## src/pcc_consts.vh

```
`ifndef PCC_CONSTS_VH
`define PCC_CONSTS_VH

// register addresses on the 8-bit register port
`define PCC_ADDR_CLR_CTRL    8'hCE
`define PCC_ADDR_PWM_CFG     8'hF7
`define PCC_ADDR_CMP_BASE    8'hE0
`define PCC_ADDR_CMP_LAST    8'hE5

// pwm_cycle_config fields
`define PCC_CFG_BANK_BIT     7
`define PCC_CFG_IRQEN_BIT    6
`define PCC_CFG_FLAG_BIT     5
`define PCC_CFG_LEN_HI       1
`define PCC_CFG_LEN_LO       0

// comparator_clear_control fields
`define PCC_CLR_POL_BIT      7
`define PCC_CLR_RSV_HI       6
`define PCC_CLR_RSV_LO       3
`define PCC_CLR_EN_HI        2
`define PCC_CLR_EN_LO        0

// reset values
`define PCC_RST_BYTE         8'h00
`define PCC_RST_WORD         16'h0000
`define PCC_RST_LEN          2'h0

// cycle length encodings
`define PCC_LEN_8            2'h0
`define PCC_LEN_9            2'h1
`define PCC_LEN_10           2'h2
`define PCC_LEN_11           2'h3

// counter masks for the short cycle lengths
`define PCC_MASK_8           11'h0FF
`define PCC_MASK_9           11'h1FF
`define PCC_MASK_10          11'h3FF
`define PCC_MASK_11          11'h7FF

// channel count
`define PCC_NCH              3

`endif

```

## src/pcc_chan.v

```verilog
`include "pcc_consts.vh"

module pcc_chan (
    input  wire        sys_clk,    // system clock
    input  wire        rstn,       // async reset, active low
    input  wire        pwm_en,     // channel in pwm mode
    input  wire        pwm16,      // channel in 16-bit pwm
    input  wire [10:0] len_mask,   // mask of the short cycle length
    input  wire [15:0] cnt,        // main array counter value
    input  wire        tick,       // counter advances this cycle
    input  wire        ovf_hit,    // short cycle overflow this cycle
    input  wire [15:0] cc_val,     // capture/compare register
    input  wire [15:0] ar_val,     // auto-reload register
    input  wire        clr_evt,    // comparator clear edge seen
    input  wire        clr_en,     // comparator clear enabled here
    output wire        chan_out    // pwm output of the channel
);

    reg  [15:0] active_q;
    reg  [15:0] active_d;
    reg         cleared_q;
    reg         out_q;
    wire        start;
    wire [15:0] cnt_m;
    wire        match;

    // 16-bit channels ignore the length field and wrap at full count
    assign start = pwm16 ? (tick & (&cnt)) : ovf_hit;
    assign cnt_m = pwm16 ? cnt : {5'h00, cnt[10:0] & len_mask};
    assign match = (cnt_m == active_q);

    // reload source: reload bank only for 9 to 11 bit cycles
    always @* begin
        if (pwm16) begin
            active_d = cc_val;
        end else if (len_mask == `PCC_MASK_8) begin
            active_d = {8'h00, cc_val[15:8]};
        end else begin
            active_d = {5'h00, ar_val[10:0] & len_mask};
        end
    end

    // compare value is latched at cycle start so mid-cycle writes do not glitch
    always @(posedge sys_clk or negedge rstn) begin
        if (!rstn) begin
            active_q <= `PCC_RST_WORD;
        end else if (start) begin
            active_q <= active_d;
        end
    end

    // output low at cycle start, high at match, held low after a clear
    always @(posedge sys_clk or negedge rstn) begin
        if (!rstn) begin
            out_q     <= 1'b0;
            cleared_q <= 1'b0;
        end else if (!pwm_en) begin
            out_q     <= 1'b0;
            cleared_q <= 1'b0;
        end else if (clr_evt && clr_en) begin
            out_q     <= 1'b0;
            cleared_q <= 1'b1;
        end else if (start) begin
            out_q     <= 1'b0;
            cleared_q <= 1'b0;
        end else if (match && !cleared_q) begin
            out_q     <= 1'b1;
        end
    end

    assign chan_out = out_q;

endmodule

```

## src/pcc_top.v

```verilog
`include "pcc_consts.vh"

module pcc_top (
    input  wire        sys_clk,            // system clock, 100 MHz
    input  wire        rstn,               // async reset, active low
    input  wire [7:0]  reg_addr,           // register address
    input  wire [7:0]  reg_wdata,          // register write data
    input  wire        reg_wr,             // write strobe, one cycle
    input  wire        reg_rd,             // read strobe, one cycle
    output wire [7:0]  reg_rdata,          // read data, cycle after strobe
    input  wire [15:0] main_array_counter, // main counter value
    input  wire        cnt_tick,           // counter increments this cycle
    input  wire [2:0]  pwm_mode_en,        // per channel pwm mode
    input  wire [2:0]  pwm16_en,           // per channel 16-bit pwm
    input  wire        cmp_result,         // comparator output level
    output wire [2:0]  channel_out,        // pwm outputs, channel 0 in bit 0
    output wire [47:0] cc_value,           // compare registers, channel 0 low
    output wire        cycle_ovf_irq       // interrupt request, level
);

    // pwm_cycle_config storage
    reg         reload_bank_select_q;
    reg         cycle_ovf_irq_enable_q;
    reg         cycle_ovf_flag_q;
    reg         cycle_ovf_flag_d;
    reg  [1:0]  cycle_length_sel_q;

    // comparator_clear_control storage
    reg         cmp_clear_polarity_q;
    reg  [3:0]  clr_rsv_q;
    reg  [2:0]  cmp_clear_en_q;

    // read path and comparator edge tracking
    reg  [7:0]  rdata_q;
    reg  [7:0]  rdata_d;
    reg         cmp_prev_q;
    reg         cmp_seen_q;

    // decode and derived signals
    reg  [10:0] len_mask;
    wire        wr_cfg;
    wire        wr_clr;
    wire        cmp_hit;
    wire [7:0]  cmp_off;
    wire [1:0]  cmp_idx;
    wire        cmp_hi;
    wire        ovf_hit;
    wire        cmp_rise;
    wire        cmp_fall;
    wire        clr_evt;
    wire [47:0] cc_flat;
    wire [47:0] ar_flat;
    wire [15:0] rd_cc;
    wire [15:0] rd_ar;
    wire [7:0]  cfg_rd;
    wire [7:0]  clr_rd;

    // address decode for the two configuration registers
    assign wr_cfg  = reg_wr && (reg_addr == `PCC_ADDR_PWM_CFG);
    assign wr_clr  = reg_wr && (reg_addr == `PCC_ADDR_CLR_CTRL);

    // compare window holds low/high pairs, one pair per channel
    assign cmp_hit = (reg_addr >= `PCC_ADDR_CMP_BASE) && (reg_addr <= `PCC_ADDR_CMP_LAST);
    assign cmp_off = reg_addr - `PCC_ADDR_CMP_BASE;
    assign cmp_idx = cmp_off[2:1];
    assign cmp_hi  = cmp_off[0];

    // length field to counter mask
    always @* begin
        case (cycle_length_sel_q)
            `PCC_LEN_8: begin
                len_mask = `PCC_MASK_8;
            end
            `PCC_LEN_9: begin
                len_mask = `PCC_MASK_9;
            end
            `PCC_LEN_10: begin
                len_mask = `PCC_MASK_10;
            end
            default: begin
                len_mask = `PCC_MASK_11;
            end
        endcase
    end

    // wrap out of the selected bit: all bits under the mask are ones as the counter steps
    assign ovf_hit = cnt_tick && (&(main_array_counter[10:0] | ~len_mask));

    // flag: hardware set wins over a software clear in the same cycle
    always @* begin
        cycle_ovf_flag_d = cycle_ovf_flag_q;
        if (wr_cfg) begin
            cycle_ovf_flag_d = reg_wdata[`PCC_CFG_FLAG_BIT];
        end
        if (ovf_hit) begin
            cycle_ovf_flag_d = 1'b1;
        end
    end

    // pwm_cycle_config register; bits 4:2 have no storage
    always @(posedge sys_clk or negedge rstn) begin
        if (!rstn) begin
            reload_bank_select_q   <= 1'b0;
            cycle_ovf_irq_enable_q <= 1'b0;
            cycle_ovf_flag_q       <= 1'b0;
            cycle_length_sel_q     <= `PCC_RST_LEN;
        end else begin
            cycle_ovf_flag_q <= cycle_ovf_flag_d;
            if (wr_cfg) begin
                reload_bank_select_q   <= reg_wdata[`PCC_CFG_BANK_BIT];
                cycle_ovf_irq_enable_q <= reg_wdata[`PCC_CFG_IRQEN_BIT];
                cycle_length_sel_q     <= reg_wdata[`PCC_CFG_LEN_HI:`PCC_CFG_LEN_LO];
            end
        end
    end

    // comparator_clear_control register; reserved bits kept as written
    always @(posedge sys_clk or negedge rstn) begin
        if (!rstn) begin
            cmp_clear_polarity_q <= 1'b0;
            clr_rsv_q            <= 4'h0;
            cmp_clear_en_q       <= 3'h0;
        end else if (wr_clr) begin
            cmp_clear_polarity_q <= reg_wdata[`PCC_CLR_POL_BIT];
            clr_rsv_q            <= reg_wdata[`PCC_CLR_RSV_HI:`PCC_CLR_RSV_LO];
            cmp_clear_en_q       <= reg_wdata[`PCC_CLR_EN_HI:`PCC_CLR_EN_LO];
        end
    end

    // interrupt request is a plain level, the counter array's vector logic lies outside
    assign cycle_ovf_irq = cycle_ovf_flag_q & cycle_ovf_irq_enable_q;

    // comparator edge detect; the first sample after reset only primes the history
    // so a comparator that is already high cannot fake a rising edge
    always @(posedge sys_clk or negedge rstn) begin
        if (!rstn) begin
            cmp_prev_q <= 1'b0;
            cmp_seen_q <= 1'b0;
        end else begin
            cmp_prev_q <= cmp_result;
            cmp_seen_q <= 1'b1;
        end
    end

    assign cmp_rise = cmp_seen_q && !cmp_prev_q && cmp_result;
    assign cmp_fall = cmp_seen_q && cmp_prev_q && !cmp_result;
    assign clr_evt  = cmp_clear_polarity_q ? cmp_rise : cmp_fall;

    // per channel: compare and reload banks sharing one address pair, plus the pwm logic
    genvar g;
    generate
        for (g = 0; g < `PCC_NCH; g = g + 1) begin : g_ch
            reg  [15:0] cc_q;
            reg  [15:0] ar_q;
            wire        sel;
            wire        wr_lo;
            wire        wr_hi;

            assign sel   = reg_wr && cmp_hit && (cmp_idx == g);
            assign wr_lo = sel && !cmp_hi;
            assign wr_hi = sel && cmp_hi;

            // bank select steers the write to one bank, the other keeps its value
            always @(posedge sys_clk or negedge rstn) begin
                if (!rstn) begin
                    cc_q <= `PCC_RST_WORD;
                    ar_q <= `PCC_RST_WORD;
                end else if (reload_bank_select_q) begin
                    if (wr_lo) begin
                        ar_q[7:0] <= reg_wdata;
                    end
                    if (wr_hi) begin
                        ar_q[15:8] <= reg_wdata;
                    end
                end else begin
                    if (wr_lo) begin
                        cc_q[7:0] <= reg_wdata;
                    end
                    if (wr_hi) begin
                        cc_q[15:8] <= reg_wdata;
                    end
                end
            end

            assign cc_flat[g*16 +: 16] = cc_q;
            assign ar_flat[g*16 +: 16] = ar_q;

            pcc_chan u_chan (
                .sys_clk  (sys_clk),
                .rstn     (rstn),
                .pwm_en   (pwm_mode_en[g]),
                .pwm16    (pwm16_en[g]),
                .len_mask (len_mask),
                .cnt      (main_array_counter),
                .tick     (cnt_tick),
                .ovf_hit  (ovf_hit),
                .cc_val   (cc_q),
                .ar_val   (ar_q),
                .clr_evt  (clr_evt),
                .clr_en   (cmp_clear_en_q[g]),
                .chan_out (channel_out[g])
            );
        end
    endgenerate

    assign cc_value = cc_flat;

    // readback images of the configuration registers
    assign cfg_rd = {reload_bank_select_q, cycle_ovf_irq_enable_q, cycle_ovf_flag_q,
                     3'h0, cycle_length_sel_q};
    assign clr_rd = {cmp_clear_polarity_q, clr_rsv_q, cmp_clear_en_q};

    // index 3 lies outside the window and is never selected by cmp_hit
    assign rd_cc = (cmp_idx == 2'h3) ? `PCC_RST_WORD : cc_flat[cmp_idx*16 +: 16];
    assign rd_ar = (cmp_idx == 2'h3) ? `PCC_RST_WORD : ar_flat[cmp_idx*16 +: 16];

    // read mux; unmapped addresses read zero
    always @* begin
        rdata_d = `PCC_RST_BYTE;
        if (reg_addr == `PCC_ADDR_PWM_CFG) begin
            rdata_d = cfg_rd;
        end else if (reg_addr == `PCC_ADDR_CLR_CTRL) begin
            rdata_d = clr_rd;
        end else if (cmp_hit && reload_bank_select_q) begin
            rdata_d = cmp_hi ? rd_ar[15:8] : rd_ar[7:0];
        end else if (cmp_hit) begin
            rdata_d = cmp_hi ? rd_cc[15:8] : rd_cc[7:0];
        end
    end

    // read data stands only in the cycle after the strobe, zero otherwise
    always @(posedge sys_clk or negedge rstn) begin
        if (!rstn) begin
            rdata_q <= `PCC_RST_BYTE;
        end else if (reg_rd) begin
            rdata_q <= rdata_d;
        end else begin
            rdata_q <= `PCC_RST_BYTE;
        end
    end

    assign reg_rdata = rdata_q;

endmodule

```

## config.mk

```make
export PLATFORM = sky130hd
export DESIGN_NAME = pcc_top
export DESIGN_NICKNAME = d
export VERILOG_FILES = /design/src/pcc_chan.v /design/src/pcc_top.v
export VERILOG_INCLUDE_DIRS = /design/src
export SDC_FILE = /design/constraint.sdc
export NUM_CORES = 1
export LEC_CHECK = 0
export BUFFER_PORTS_ARGS = -buffer_cell sky130_fd_sc_hd__buf_2
export CORE_MARGIN = 2
export CORE_UTILIZATION = 53
export DETAILED_ROUTE_END_ITERATION = 16
export PLACE_DENSITY = 0.76
export SLEW_MARGIN = 5
export SYNTH_ARGS = -nofsm -noshare
export SYNTH_HDL_FRONTEND = slang
export SYNTH_SLANG_ARGS = --single-unit
```

## constraint.sdc

```tcl
create_clock -name sys_clk -period 1.8 [get_ports sys_clk]
set_input_delay 0.27 -clock sys_clk [delete_from_list [all_inputs] [get_ports sys_clk]]
set_output_delay 0.27 -clock sys_clk [all_outputs]
set_load 0.02 [all_outputs]
```

==> results.py, run 1 <==
metrics = {
    "placement": {
        "place_inst": 1173,
        "hpwlAfterDp_um": 20340,
        "dpl_cell_area_mm2": 0.01053,
        "port_buffers": 103,
        "place_congestion": 0.9354,
        "place_ws_ps": -229.1,
    },
    "cells_and_area": {
        "nets": 1016,
        "syn_to_final_growth_pct": 22.49,
        "layout_commonest_cell": "dfrtp_1",
        "layout.cells.non_filler": 1209,
        "n_antenna_cell": 0,
        "design_area_mm2": 0.01122,
        "nFillCells": 1296,
        "mostFrequentLayoutCells": "173 x dfrtp_1, 135 x mux2_2, 102 x buf_2, 69 x buf_4, 67 x nand2_1",
        "drive_gt1_share_pct": 39.02,
    },
    "critical_path": {
        "regToRegStartpoint": "g_ch[0].u_chan.active_q[2]",
        "critPathRequiredTime_ps": 2170,
        "critPathLaunchType": "flop",
        "rr_worst_depth": 5,
        "cp-end-kind": "flop",
        "crit_path_max_fanout": 2,
        "critical_path_arrival_ps": 2110,
        "critPathKind": "reg -> reg",
        "r2r_slack_ps": 60,
        "timing.rr.end": "g_ch[0].u_chan.chan_out",
    },
    "synth": {
        "syn_area_mm2": 0.009159,
        "yosysSeqAreaShare_pct": 47.27,
        "syn_nets": 861,
        "ys_warn_count": 0,
        "synthCells": 817,
        "synth_cell_types": 63,
        "syn_area_per_cell_um2": 11.21,
        "ys.flop_type": "dfrtp_1",
        "synth-async-reset-ratio_pct": 100.0,
        "ys_ff_latch": 173,
        "synth-edff-count": 0,
    },
    "drt": {
        "drc_errors": 0,
        "viasPerCell": 6.130,
        "antenna_left": 0,
        "vias": 7411,
        "drtPass1Iterations": 9,
        "routed_wl_um": 28040,
        "drt_iter0_markers": 651,
        "post_drt_wl_per_cell_um": 23.19,
    },
    "sta": {
        "maxSlewViolCount": 0,
        "setup_tns_ps": 0,
        "worst_slack_ps": 59.25,
        "fin_crit_sh_pct": 96.71,
        "timing.slew.headroom_pct": 65.79,
        "worst_pin_slew_ps": 500.2,
        "finalClockSkew_ps": 12.91,
        "setup_viol": 0,
        "hold_violations": 0,
        "layout_min_cycle_time_ps": 1741,
        "fin_hold_ws_ps": 101.3,
        "fmax_mhz": 574.5,
        "rsz0062_at_grt": "true",
    },
    "cts": {
        "clock_path_buffers": 2,
        "clk_pin_slew_worst_paths_ps": 70,
        "cts_tree": "built",
        "htree_levels": 4,
        "clkLatencyLatePin_ps": 430,
        "clock-root-buffer": "clkbuf_16",
        "numCtsBuffers": 17,
        "clock_sinks": 173,
    },
    "floorplanning": {
        "start_util_pct": 53.51,
        "die_h_um": 135.5,
        "core_mm2": 0.01712,
        "row_count": 48,
        "io_pins": 104,
        "fp.dieW_um": 135.5,
        "dieArea_mm2": 0.01835,
    },
    "worst_hold_path": {
        "hp-class": "in -> reg",
        "worst_hold_path.num_cells": 2,
        "hold_path_startpoint": "pwm_mode_en[0]",
        "min_to": "g_ch[0].u_chan.chan_out",
    },
    "power_and_ir_drop": {
        "leakage_nw": 5.659,
        "ir_worst_vdd_mv": 0.7344,
        "cellPowerDensity_mw_per_mm2": 790.6,
    },
    "global_routing": {
        "first_global_vias": 7237,
        "track_usage_pct": 31.63,
        "grt_start_max_net_pins": 50,
        "grt_first_pass_wirelength_um": 42650,
        "overflow": 0,
        "antenna_found_initial": 0,
    },
    "flow_run": {
        "maxCapViolations": 0,
    },
    "status": {
        "status": "completed",
    },
}
worst max-delay path: stages (launching register included):
cell	delay (ps)
dfrtp_1	400
xor2_1	170
nor4_2	390
nand4_1	200
nor4_1	320
o2111a_1	200
synth_stat cells, drive strengths merged (2+ instances only):
library cell,count,area (um^2)
a31o,4,35.03
o31ai,2,15.01
nand2b,9,56.30
and3,7,43.79
o22a,4,35.03
nor2b,9,56.30
and2,4,25.02
dfrtp,173,4329
a22oi,2,15.01
o22ai,4,25.02
and4b,2,20.02
o211ai,11,82.58
o211a,3,30.03
o2111a,2,22.52
o21ai,64,331.6
xnor2,11,96.34
o2111ai,2,17.52
mux2,139,1565
nor4,6,37.54
nand3,9,50.05
nor3,10,72.57
nand4,13,81.33
a2111oi,6,58.80
a21oi,28,140.1
nand3b,3,22.52
mux2i,64,640.6
inv,7,26.28
a22o,15,131.4
buf,21,131.4
a21boi,3,22.52
xor2,20,175.2
nand4b,3,41.29
clkbuf,31,116.4
nand2,70,267.8
nor2,29,118.9
a211oi,3,22.52
a31oi,5,31.28
a32o,3,30.03
metal layers:
| metal | vias up | track usage, % | wire length (um) |
|---|---|---|---|
| met1 | 3665 | 43.36 | 11820 |
| met3 | 66 | 6.697 | 2218 |
| met2 | 369 | 48.39 | 12680 |
| li1 | 3311 | - | - |
| met4 | 0 | 14.76 | 1328 |
| met5 | - | 0 | 0 |
worst max-delay path by stage:
stage                                    start  slack (ps)  depth (start not counted)                    endpoint
CTS                      cycle_length_sel_q[1]          50                          7  g_ch[0].u_chan.active_q[5]
global route        g_ch[0].u_chan.active_q[3]         -30                          5     g_ch[0].u_chan.chan_out
floorplan                          reg_addr[6]         -10                          7            g_ch[1].cc_q[15]
global placement                   reg_addr[1]        -170                          7             g_ch[1].cc_q[3]
finish              g_ch[0].u_chan.active_q[2]          60                          5     g_ch[0].u_chan.chan_out
detailed placement                 reg_addr[6]        -230                          7             g_ch[1].ar_q[8]
area by class of cell:
cell class	instances	area (um^2)	area share (%)
flip-flops and latches	173	4329	38.59
multi-input cells	585	4614	41.13
well taps	225	281.5	2.509
repair buffers	188	1340	11.95
inverters	7	26.28	0.2342
clock buffers	24	501.7	4.472
clock inverters	7	125.1	1.115
cell families (layout without fill, tap and decap cells):
| kind of cell | count (synthesis) | count (layout) | synth area share (%) |
|---|---|---|---|
| other | 1 | 1 | 0.04094 |
| muxes | 203 | 203 | 24.08 |
| DFF | 173 | 173 | 47.27 |
| buffers and inverters | 59 | 226 | 2.992 |
| AOI/OAI and AO/OA | 168 | 168 | 12.13 |
| and+or+nand+nor | 182 | 182 | 10.52 |
| xor gates and xnor gates | 31 | 31 | 2.964 |
stage by stage:
| step | power (mW) | utilization, % |
|---|---|---|
| 6_report | 8.869 | 65.54 |
| 2_1_floorplan | 4.534 | - |
| 4_1_cts | 8.889 | 65.29 |
| 5_1_grt | 9.153 | 65.54 |
| 3_3_place_gp | 5.016 | 61.51 |
| 3_5_place_dp | 5.027 | 61.51 |
repair_timing:
item / CTS / global route
endpoints found under the hold margin: 40 / 0
endpoints found under the setup margin: 0 / 17
setup buffers: 0 / 3
resized for setup: 0 / 6
hold buffers: 2 / 0
state kept, by name, indices dropped and copies added (netlist names), 2 cells and up:
name,count
g_ch.ar_q,48
g_ch.cc_q,48
g_ch.u_chan.active_q,48
reg_rdata,8
clr_rsv_q,4
cmp_clear_en_q,3
g_ch.u_chan.chan_out,3
g_ch.u_chan.cleared_q,3
cycle_length_sel_q,2
report_power, final:
group          internal, mW  switching [mW]
registers              3.95          0.0952
logic                 0.365           0.578
clock network          2.38            1.50
total                  6.70            2.17
No activity file was read; power rests on OpenSTA's default activity.
==> inputs of run 2 (changes only) <==
--- a/config.mk
+++ b/config.mk
@@ -8,9 +8,9 @@
 export LEC_CHECK = 0
 export BUFFER_PORTS_ARGS = -buffer_cell sky130_fd_sc_hd__buf_2
 export CORE_MARGIN = 2
-export CORE_UTILIZATION = 53
+export CORE_UTILIZATION = 59
 export DETAILED_ROUTE_END_ITERATION = 16
-export PLACE_DENSITY = 0.76
+export PLACE_DENSITY = 0.85
 export SLEW_MARGIN = 5
 export SYNTH_ARGS = -nofsm -noshare
 export SYNTH_HDL_FRONTEND = slang
==> constraint.sdc (replaced) <==
create_clock -name sys_clk -period 1.7 [get_ports sys_clk]
set_input_delay 0.255 -clock sys_clk [delete_from_list [all_inputs] [get_ports sys_clk]]
set_output_delay 0.255 -clock sys_clk [all_outputs]
set_load 0.02 [all_outputs]
==> run 2 against run 1 <==
The flow now finishes with violations (negative setup slack). Non-clock buffer count rose by 21. Utilization rose by 10 points. Largest power group unchanged. Highest routed layer unchanged. Sequential cell count did not move. Cell count fell by 1.2%. Critical endpoint is now g_ch[1].u_chan.active_q[4]. Total power rose by 6.1%. Combinational power rose by 18%. Fmax fell by 3.5%. Setup slack got worse by 160 ps. Register-to-register slack got worse by 160 ps. Clock skew fell by 4.6 ps.
==> results.py, run 2 (same netlist as run 1, synthesis figures left out) <==
metrics = {
    "status": {
        "status": "complete, but fails checks",
        "violations": "negative setup slack",
    },
    "floorplanning": {
        "dieArea_mm2": 0.01654,
        "fp.dieW_um": 128.6,
        "start_util_pct": 60.25,
        "core_mm2": 0.01520,
        "die_h_um": 128.6,
        "row_count": 45,
        "io_pins": 104,
    },
    "cts": {
        "htree_levels": 4,
        "clock_sinks": 173,
        "clk_pin_slew_worst_paths_ps": 60,
        "numCtsBuffers": 17,
        "clock_path_buffers": 2,
        "clkLatencyLatePin_ps": 430,
        "clock-root-buffer": "clkbuf_16",
        "cts_tree": "built",
    },
    "drt": {
        "drtPass1Iterations": 5,
        "vias": 7814,
        "post_drt_wl_per_cell_um": 24.59,
        "drc_errors": 0,
        "drt_iter0_markers": 810,
        "viasPerCell": 6.539,
        "antenna_left": 0,
        "routed_wl_um": 29390,
    },
    "placement": {
        "place_congestion": 0.9854,
        "dpl_cell_area_mm2": 0.01073,
        "hpwlAfterDp_um": 20680,
        "place_ws_ps": -264.7,
        "port_buffers": 103,
    },
    "cells_and_area": {
        "layout_commonest_cell": "dfrtp_1",
        "drive_gt1_share_pct": 41.81,
        "post-route-util_pct": 75.98,
        "mostFrequentLayoutCells": "172 x dfrtp_1, 125 x mux2_2, 102 x buf_2, 83 x buf_4, 66 x nand2_1",
        "design_area_mm2": 0.01155,
        "syn_to_final_growth_pct": 26.11,
        "n_antenna_cell": 0,
        "reg_top3": "g_ch.ar_q (48), g_ch.cc_q (48), g_ch.u_chan.active_q (48)",
        "nets": 1038,
    },
    "critical_path": {
        "slowest_stage": "dfrtp_2",
        "crit_family": "multiplexers",
        "cp-end-kind": "flop",
        "path_cells": "buf_4 > nor2_4 > buf_12 > buf_16 > mux2i_1 > o21ai_1 > mux2_2",
        "cp_num_buf_inv": 3,
        "critPathRequiredTime_ps": 2010,
        "critPathKind": "reg -> reg",
        "max_stage_delay_ps": 450,
        "critical_path_arrival_ps": 2120,
        "critPathLaunchType": "flop",
        "crit_path_max_fanout": 12,
    },
    "power_and_ir_drop": {
        "leakage_nw": 5.821,
        "ir_worst_vdd_mv": 0.7383,
        "cellPowerDensity_mw_per_mm2": 814.5,
    },
    "worst_hold_path": {
        "hp-class": "in -> reg",
    },
    "sta": {
        "setup_viol": 24,
        "hold_violations": 0,
        "finalClockSkew_ps": 8.278,
        "fin_crit_sh_pct": 106.1,
        "fmax_mhz": 554.4,
        "maxSlewViolCount": 0,
        "worst_slack_ps": -103.7,
        "rsz0062_at_grt": "true",
        "layout_min_cycle_time_ps": 1804,
    },
    "global_routing": {
        "first_global_vias": 7518,
        "antenna_found_initial": 0,
        "overflow": 0,
        "track_usage_pct": 35.76,
        "grt_start_max_net_pins": 48,
        "grt_first_pass_wirelength_um": 43610,
    },
    "flow_run": {
        "maxCapViolations": 0,
    },
}
[run 2: path summary, 6_finish.rpt]
kind	from	endpoint	slack, ps	depth (start not counted)
max in group asynchronous	rstn	g_ch[2].ar_q[6]	730	3
worst min register to register	g_ch[1].ar_q[14]	g_ch[1].ar_q[14]	510	1
worst max-delay path	cycle_length_sel_q[1]	g_ch[1].u_chan.active_q[4]	-100	7
min in group asynchronous	rstn	reg_rdata[4]	330	2
worst min-delay path	pwm_mode_en[0]	g_ch[0].u_chan.chan_out	80	2
worst max register to register	cycle_length_sel_q[1]	g_ch[1].u_chan.active_q[4]	-100	7
[run 2: per-stage QoR]
stage / std cells / hold slack, ps / TNS [ps] / power, mW
3_3_place_gp: 1152 / 219.3 / -19770 / 5.346
6_report: 1195 / 80.90 / -614.7 / 9.408
5_1_grt: 1195 / 73.91 / -2598 / 9.654
4_1_cts: 1189 / 71.77 / -717.6 / 9.354
3_5_place_dp: 1152 / 221.5 / -23200 / 5.369
2_1_floorplan: 817 / -40.59 / -1199 / 4.816
[run 2: layer usage]
metal	routed length [um]	part of all wire (%)	vias up	GRT usage, %
met4	1498	5.1	0	15.79
met1	11480	39	3861	46.65
met5	0	0	-	0
met3	2687	9.1	110	8.482
met2	13720	47	482	57.60
li1	-	-	3361	-
[run 2: layout make-up]
class | count | area, um^2
sequential | 173 | 4330
inverter | 7 | 26.28
tap | 188 | 235.2
timing repair buffer | 209 | 1567
fill | 942 | 3652
clock inverter | 11 | 140.1
multi-input combinational | 586 | 4791
clock buffer | 21 | 460.4
[run 2: timing repair]
action / in CTS / in global routing
hold endpoints to repair: 42 / 0
gates cloned: 1 / 1
pin swaps: 1 / 5
gates resized for setup: 7 / 34
hold buffers: 2 / 0
setup buffers: 2 / 5
endpoints found under the setup margin: 35 / 42
[run 2: power by group]
part	total [mW]	switching, mW	internal, mW
clock	4.01	1.63	2.38
combinational	1.11	0.668	0.441
sequential	4.28	0.0987	4.19
